## src/cds_defines.svh

```systemverilog
// Functional notes
// timed contact: wait 300-900 ms, then primary
// current contact: D+ fall starts primary
// D+ voltage and D- sink switch together
// primary: mask 40 ms, then sample charger
// charger found: swap to secondary sources
// secondary: mask 40 ms, then sample D+
// confirm D- below upper threshold
// host hardware: VBUS, detector, then drive D-
// host hardware: stop D- on detect low
// host timer: drive D- within 200 ms
// host timer: release D- within 10 ms
// detect change pulses irq, level readable
// classify port as SDP, CDP or DCP
// class from primary and secondary outcome
// ms counter, restarted each step, reset cleared
`ifndef CDS_DEFINES_SVH
`define CDS_DEFINES_SVH

`define CDS_CLK_HZ 20000000
`define CDS_MS_PER_S 1000
`define CDS_MS_CYCLES (`CDS_CLK_HZ / `CDS_MS_PER_S)
`define CDS_MS_W 10
`define CDS_DCD_WAIT_MS 10'd300
`define CDS_DCD_MAX_MS 10'd900
`define CDS_MASK_MS 10'd40
`define CDS_DISC_DRIVE_MS 10'd200
`define CDS_CONN_RELEASE_MS 10'd10
`define CDS_LS_DP_BIT 0
`define CDS_LS_DM_BIT 1

`endif

```

## src/cds_pkg.sv

```systemverilog
package cds_pkg;
  typedef enum logic [2:0] {
    CDS_S_IDLE = 3'h0,
    CDS_S_DCD_CUR = 3'h1,
    CDS_S_PRI = 3'h3,
    CDS_S_SEC = 3'h2,
    CDS_S_DONE = 3'h6,
    CDS_S_DCD_TIME = 3'h4
  } cds_state_t;

  typedef enum logic [1:0] {
    CDS_PORT_NONE = 2'h0,
    CDS_PORT_SDP = 2'h1,
    CDS_PORT_CDP = 2'h2,
    CDS_PORT_DCP = 2'h3
  } cds_port_t;
endpackage : cds_pkg

```

## src/cds_ms_timer.sv

```systemverilog
`timescale 1ns/10ps
`default_nettype none
`include "cds_defines.svh"
module cds_ms_timer #(
  parameter int MS_CYCLES = `CDS_MS_CYCLES
) (
  input wire logic i_sys_clk,
  input wire logic i_rstn,
  input wire logic i_restart,
  output logic [`CDS_MS_W-1:0] o_ms
);
  logic [31:0] cyc_r;
  logic [`CDS_MS_W-1:0] ms_r;

  if (MS_CYCLES < 1) begin : g_bad_div
    $error("MS_CYCLES must be at least 1");
  end

  always_ff @(posedge i_sys_clk or negedge i_rstn) begin
    if (!i_rstn) begin
      cyc_r <= 32'h0;
      ms_r <= '0;
    end else if (i_restart) begin
      cyc_r <= 32'h0;
      ms_r <= '0;
    end else if (cyc_r == 32'(MS_CYCLES - 1)) begin
      cyc_r <= 32'h0;
      if (ms_r != '1) begin
        ms_r <= ms_r + 1'b1;
      end
    end else begin
      cyc_r <= cyc_r + 32'h1;
    end
  end

  assign o_ms = ms_r;
endmodule : cds_ms_timer
`default_nettype wire

```

## src/cds_sequencer.sv

```systemverilog
`timescale 1ns/10ps
`default_nettype none
`include "cds_defines.svh"
module cds_sequencer
  import cds_pkg::*;
#(
  parameter int MS_CYCLES = `CDS_MS_CYCLES
) (
  input wire logic i_sys_clk,
  input wire logic i_rstn,
  input wire logic i_role_host,
  input wire logic i_dcd_cur_method,
  input wire logic i_host_timer_method,
  input wire logic i_dm_upper_check_en,
  input wire logic i_vbus_present_flag,
  input wire logic [1:0] i_line_state_bits,
  input wire logic i_charger_found_flag,
  input wire logic i_portable_detect_flag,
  input wire logic i_connected,
  output logic o_vbus_change_irq,
  output logic o_dplus_volt_src_en,
  output logic o_dminus_cur_sink_en,
  output logic o_dplus_cur_src_en,
  output logic o_dminus_volt_src_en,
  output logic o_dplus_cur_sink_en,
  output logic o_vbus_drive,
  output logic o_portable_det_en,
  output logic o_dminus_drive,
  output logic o_portable_detect_irq,
  output logic o_portable_detect_sts,
  output logic [1:0] o_port_class,
  output logic o_done
);
  cds_state_t state_r, state_nxt;
  cds_port_t class_r, class_nxt;
  logic [`CDS_MS_W-1:0] ms_cnt;
  logic vbus_r, dp_r, pd_r;
  logic pri_en_r, sec_en_r, cur_en_r;
  logic charger_ok;

  // millisecond base, restarted whenever the sequence moves
  cds_ms_timer #(.MS_CYCLES(MS_CYCLES)) u_timer (
    .i_sys_clk(i_sys_clk),
    .i_rstn(i_rstn),
    .i_restart(state_nxt != state_r),
    .o_ms(ms_cnt)
  );

  // with i_dm_upper_check_en set, charger accepted only if D- also stays below upper threshold
  assign charger_ok = i_charger_found_flag &&
    !(i_dm_upper_check_en && i_line_state_bits[`CDS_LS_DM_BIT]);

  always_comb begin
    state_nxt = state_r;
    class_nxt = class_r;
    if (i_role_host || !i_vbus_present_flag) begin
      state_nxt = CDS_S_IDLE;
      class_nxt = CDS_PORT_NONE;
    end else begin
      unique case (state_r)
        CDS_S_IDLE: begin
          if (!vbus_r) begin
            state_nxt = i_dcd_cur_method ? CDS_S_DCD_CUR : CDS_S_DCD_TIME;
          end
        end
        CDS_S_DCD_TIME: begin
          if (ms_cnt >= `CDS_DCD_WAIT_MS) begin
            state_nxt = CDS_S_PRI;
          end
        end
        CDS_S_DCD_CUR: begin
          if (dp_r && !i_line_state_bits[`CDS_LS_DP_BIT]) begin
            state_nxt = CDS_S_PRI;
          end
        end
        CDS_S_PRI: begin
          if (ms_cnt >= `CDS_MASK_MS) begin
            if (charger_ok) begin
              state_nxt = CDS_S_SEC;
            end else begin
              state_nxt = CDS_S_DONE;
              class_nxt = CDS_PORT_SDP;
            end
          end
        end
        CDS_S_SEC: begin
          if (ms_cnt >= `CDS_MASK_MS) begin
            state_nxt = CDS_S_DONE;
            class_nxt = i_portable_detect_flag ? CDS_PORT_DCP : CDS_PORT_CDP;
          end
        end
        CDS_S_DONE: begin
          state_nxt = CDS_S_DONE;
        end
        default: begin
          state_nxt = CDS_S_IDLE;
          class_nxt = CDS_PORT_NONE;
        end
      endcase
    end
  end

  always_ff @(posedge i_sys_clk or negedge i_rstn) begin
    if (!i_rstn) begin
      state_r <= CDS_S_IDLE;
      class_r <= CDS_PORT_NONE;
    end else begin
      state_r <= state_nxt;
      class_r <= class_nxt;
    end
  end

  // source enables decoded from the next state, so pairs move in one edge
  always_ff @(posedge i_sys_clk or negedge i_rstn) begin
    if (!i_rstn) begin
      pri_en_r <= 1'b0;
      sec_en_r <= 1'b0;
      cur_en_r <= 1'b0;
    end else begin
      pri_en_r <= (state_nxt == CDS_S_PRI);
      sec_en_r <= (state_nxt == CDS_S_SEC);
      cur_en_r <= (state_nxt == CDS_S_DCD_CUR);
    end
  end

  always_ff @(posedge i_sys_clk or negedge i_rstn) begin
    if (!i_rstn) begin
      vbus_r <= 1'b0;
      dp_r <= 1'b0;
      o_vbus_change_irq <= 1'b0;
    end else begin
      vbus_r <= i_vbus_present_flag;
      dp_r <= i_line_state_bits[`CDS_LS_DP_BIT];
      o_vbus_change_irq <= (vbus_r != i_vbus_present_flag);
    end
  end

  // charging downstream port role
  always_ff @(posedge i_sys_clk or negedge i_rstn) begin
    if (!i_rstn) begin
      o_vbus_drive <= 1'b0;
      o_portable_det_en <= 1'b0;
      o_dminus_drive <= 1'b0;
    end else begin
      o_vbus_drive <= i_role_host;
      o_portable_det_en <= i_role_host && o_vbus_drive && !i_host_timer_method;
      if (!i_role_host) begin
        o_dminus_drive <= 1'b0;
      end else if (i_host_timer_method) begin
        o_dminus_drive <= !i_connected;
      end else begin
        o_dminus_drive <= o_portable_det_en && i_portable_detect_flag;
      end
    end
  end

  always_ff @(posedge i_sys_clk or negedge i_rstn) begin
    if (!i_rstn) begin
      pd_r <= 1'b0;
      o_portable_detect_irq <= 1'b0;
    end else begin
      pd_r <= i_portable_detect_flag;
      o_portable_detect_irq <= (pd_r != i_portable_detect_flag);
    end
  end

  assign o_dplus_volt_src_en = pri_en_r;
  assign o_dminus_cur_sink_en = pri_en_r;
  assign o_dplus_cur_src_en = cur_en_r;
  assign o_dminus_volt_src_en = sec_en_r;
  assign o_dplus_cur_sink_en = sec_en_r;
  assign o_portable_detect_sts = pd_r;
  assign o_port_class = class_r;
  assign o_done = (state_r == CDS_S_DONE);
endmodule : cds_sequencer
`default_nettype wire

```

## config.mk

```make
export PLATFORM = sky130hd
export DESIGN_NAME = cds_sequencer
export DESIGN_NICKNAME = d
export VERILOG_FILES = /design/src/cds_pkg.sv /design/src/cds_ms_timer.sv /design/src/cds_sequencer.sv
export VERILOG_INCLUDE_DIRS = /design/src /design/src/src
export SDC_FILE = /design/constraint.sdc
export NUM_CORES = 1
export LEC_CHECK = 0
export ABC_CLOCK_PERIOD_IN_PS = 2100
export BUFFER_PORTS_ARGS = -buffer_cell sky130_fd_sc_hd__buf_4
export CORE_MARGIN = 3
export CORE_UTILIZATION = 54
export CTS_CLUSTER_SIZE = 8
export DETAILED_ROUTE_END_ITERATION = 6
export PLACE_DENSITY = 0.82
export SYNTH_ARGS = -nofsm -noshare
export SYNTH_HDL_FRONTEND = slang
export SYNTH_SLANG_ARGS = --single-unit
```

## constraint.sdc

```tcl
create_clock -name i_sys_clk -period 2.1 [get_ports i_sys_clk]
set_clock_uncertainty 0.15 [all_clocks]
set_input_delay 0.42 -clock i_sys_clk [delete_from_list [all_inputs] [get_ports i_sys_clk]]
set_output_delay 0.42 -clock i_sys_clk [all_outputs]
set_load 0.02 [all_outputs]
```

==> impl_metrics.py <==
metrics = {
    "run_status": {
        "run_status": "finished with violations",
        "failed_checks": "negative hold slack, negative setup slack",
    },
    "timing": {
        "setup_ws_ns": -0.240,
        "drv_slew": 0,
        "relSlewSlack": 0.498,
        "fin_crit_sh": 1.11,
        "min_period_ns": 2.34,
        "worst_hold_slack_ns": -0.0000350,
        "rsz0062_at_grt": "yes",
        "tightest_slew_ns": 0.753,
        "hold_viol": 1,
        "setup_viol": 42,
        "fmax_mhz": 427,
    },
    "finish": {
        "antennaDiodeCount": 0,
        "areaGrowthSynthToFinish_pct": 44.9,
        "drive_above_1_share": 0.442,
        "nets": 453,
    },
    "clocking": {
        "clk_path_buf_depth": 2,
        "cts.sinks": 58,
        "clkTransAtPathRegs_ns": 0.07,
        "clock_latency_ns": 0.34,
        "cts_buffers": 9,
        "cts_tree": "yes",
        "cts_hold_buffers": 0,
        "cts_max_level": 3,
        "cts-root-buf": "clkbuf_8",
    },
    "placement": {
        "post-place-ws_ns": -0.0843,
        "place.gp.congestion": 0.891,
        "port_buffers": 25,
        "dp_hpwl_mm": 5.46,
    },
    "setup_path": {
        "cp.required_ns": 2.20,
        "r2r_cells": 5,
        "crit_arrival_ns": 2.44,
        "crit_path_end_kind": "flop",
        "crit_type": "flop to flop",
        "worstPathMaxFanout": 4,
        "reg2reg_slack_ns": -0.24,
        "start_kind": "flop",
    },
    "grt": {
        "grt_pass1_wl_mm": 14.1,
        "grt_max_degree": 59,
        "grt_pass1_vias": 3015,
        "antenna_found_initial": 0,
        "grt_overflow_total": 0,
        "track_usage": 0.243,
    },
    "die": {
        "die_area_mm2": 0.00707,
        "rows": 27,
        "io_pins": 26,
        "die_x_um": 84.1,
        "die_h_um": 84.1,
        "start_util": 0.577,
        "core_mm2": 0.00571,
    },
    "synthesis": {
        "synth_most_common_cell": "dfrtp_1",
        "synth_compound_area_frac": 0.0805,
        "synth_xor_area_frac": 0.0984,
        "synthAdderAreaFrac": 0.0114,
        "synth_top_family_by_area": "simple AND/OR/NAND/NOR gates",
        "synth_common_cells": "58 x dfrtp_1, 46 x nor3_1, 30 x xnor2_1",
        "synth_edf_count": 0,
        "synthArstFlopShare": 1.00,
        "yosysUniqueCellTypes": 53,
        "yosysWarnings": 0,
        "syn_area_per_cell_um2": 9.52,
        "synth-main-ff-cell": "dfrtp_1",
        "synth_area_leaders": "dfrtp_1 44%, xnor2_1 8.0%, nor3_1 7.0%",
        "yosysTopAreaCellShare": 0.441,
        "yosysSeqAreaShare": 0.441,
        "synthesis.instances": 346,
        "synth_top_cell_by_area": "dfrtp_1",
        "ys_seq_elements": 58,
        "synth_fp_nets": 361,
        "muxShareOfSynthArea": 0.00912,
        "synth-simple-area-share": 0.300,
        "syn_area_mm2": 0.00329,
    },
    "detailed_routing": {
        "vias_per_cell": 6.58,
        "vias": 3376,
        "postRouteAntennaNets": 0,
        "drt_wl_total_mm": 11.2,
        "wire_per_inst_um": 21.8,
        "drc_errors": 0,
        "drt_first_pass_iters": 5,
        "first_iter_violations": 369,
    },
    "power": {
        "p_leak_nw": 2.03,
        "p_per_area_mw_per_mm2": 571,
        "ir_drop_mv": 0.481,
    },
    "flow_run": {
        "maxCapViolCount": 0,
    },
    "min_path": {
        "hold_class": "input pin to asynchronous set/reset pin",
    },
}
report_power, final:
group / internal (mW) / switching [mW] / leakage (nW)
logic: 0.260 / 0.272 / 1.15
registers: 1.17 / 0.0478 / 0.786
clock network: 0.529 / 0.448 / 0.0918
per-layer routing:
layer / global-route usage / share of wire / wire length [µm]
met5: 0 / 0 / 0
met4: 0.110 / 0.047 / 525
met3: 0.0533 / 0.084 / 932
met2: 0.406 / 0.50 / 5600
met1: 0.302 / 0.37 / 4100
state kept, by name, indices dropped and copies added, names as in the netlist:
signal,count
o_portable_det_en,1
o_portable_detect_sts,1
vbus_r,1
o_dplus_cur_src_en,1
o_dminus_cur_sink_en,1
u_timer.o_ms,10
o_dminus_volt_src_en,1
o_vbus_drive,1
o_port_class,2
dp_r,1
state_r,3
u_timer.cyc_r,32
o_dminus_drive,1
o_vbus_change_irq,1
o_portable_detect_irq,1
critical path: stages (launching register included):
cell and delay (ns):
dfrtp_1 0.42, nor4b_2 0.35, nand3_1 0.22, or3_4 0.45, or4_4 0.43, a211oi_2 0.23
area by class of cell:
cell class                      count  area [µm²]
Inverter                           11        41.3
Tap cell                           72        90.1
Timing Repair Buffer              104         950
Fill cell                         283         935
Clock buffer                       10         128
Clock inverter                      4        45.0
Multi-Input combinational cell    254        2070
Sequential cell                    58        1450
cells by family after synthesis:
family | count (synthesis)
xor+xnor | 37
compound gates | 34
fa+ha+maj | 3
mux | 3
simple gates | 177
buf+inv | 34
flops | 58
timing repair:
action / 4_1_cts / 5_1_grt
endpoints found under the setup margin: 37 / 42
pin swaps: 10 / 24
setup buffers: 3 / 10
resized for setup: 12 / 72
gates cloned: 0 / 7
worst paths after layout:
check,start,to
worst max-delay path,u_timer.cyc_r[13],u_timer.o_ms[6]
worst min-delay path,i_rstn,u_timer.cyc_r[20]
worst max register to register,u_timer.cyc_r[13],u_timer.o_ms[6]
worst min register to register,o_portable_detect_sts,o_portable_detect_irq
max in group asynchronous,i_rstn,u_timer.o_ms[5]
min in group i_sys_clk,i_line_state_bits[0],dp_r
cell usage in the layout (no fill, tap or decap), drive strengths merged, types with 2 or more instances in the layout:
cell type and instances:
a211oi 5, a21o 2, a21oi 5, a311oi 2, a32oi 3, and2 2
and3 4, and4 7, buf 99, clkbuf 15, clkinv 3, dfrtp 58
ha 3, inv 11, mux2i 3, nand2 25, nand2b 4, nand3 23
nand4 11, nor2 18, nor2b 3, nor3 46, nor3b 2, nor4 19
nor4b 8, o21a 2, o21ai 6, o31ai 2, or4 2, xnor2 30
xor2 7
metrics by stage:
| step | power, mW | setup TNS (ns) | cells | cell area (µm²) | utilization |
|---|---|---|---|---|---|
| after floorplan | 1.43 | -0.0192 | 346 | 3320 | - |
| after global placement | 1.56 | -0.0814 | 479 | 3900 | 0.684 |
| after detailed placement | 1.57 | -0.256 | 479 | 3900 | 0.684 |
| after CTS | 2.54 | -0.0147 | 496 | 4160 | 0.729 |
| after global routing | 2.83 | -4.50 | 513 | 4770 | 0.836 |
| final | 2.73 | -3.84 | 513 | 4770 | 0.836 |
Power figures use the tool's default switching activity.
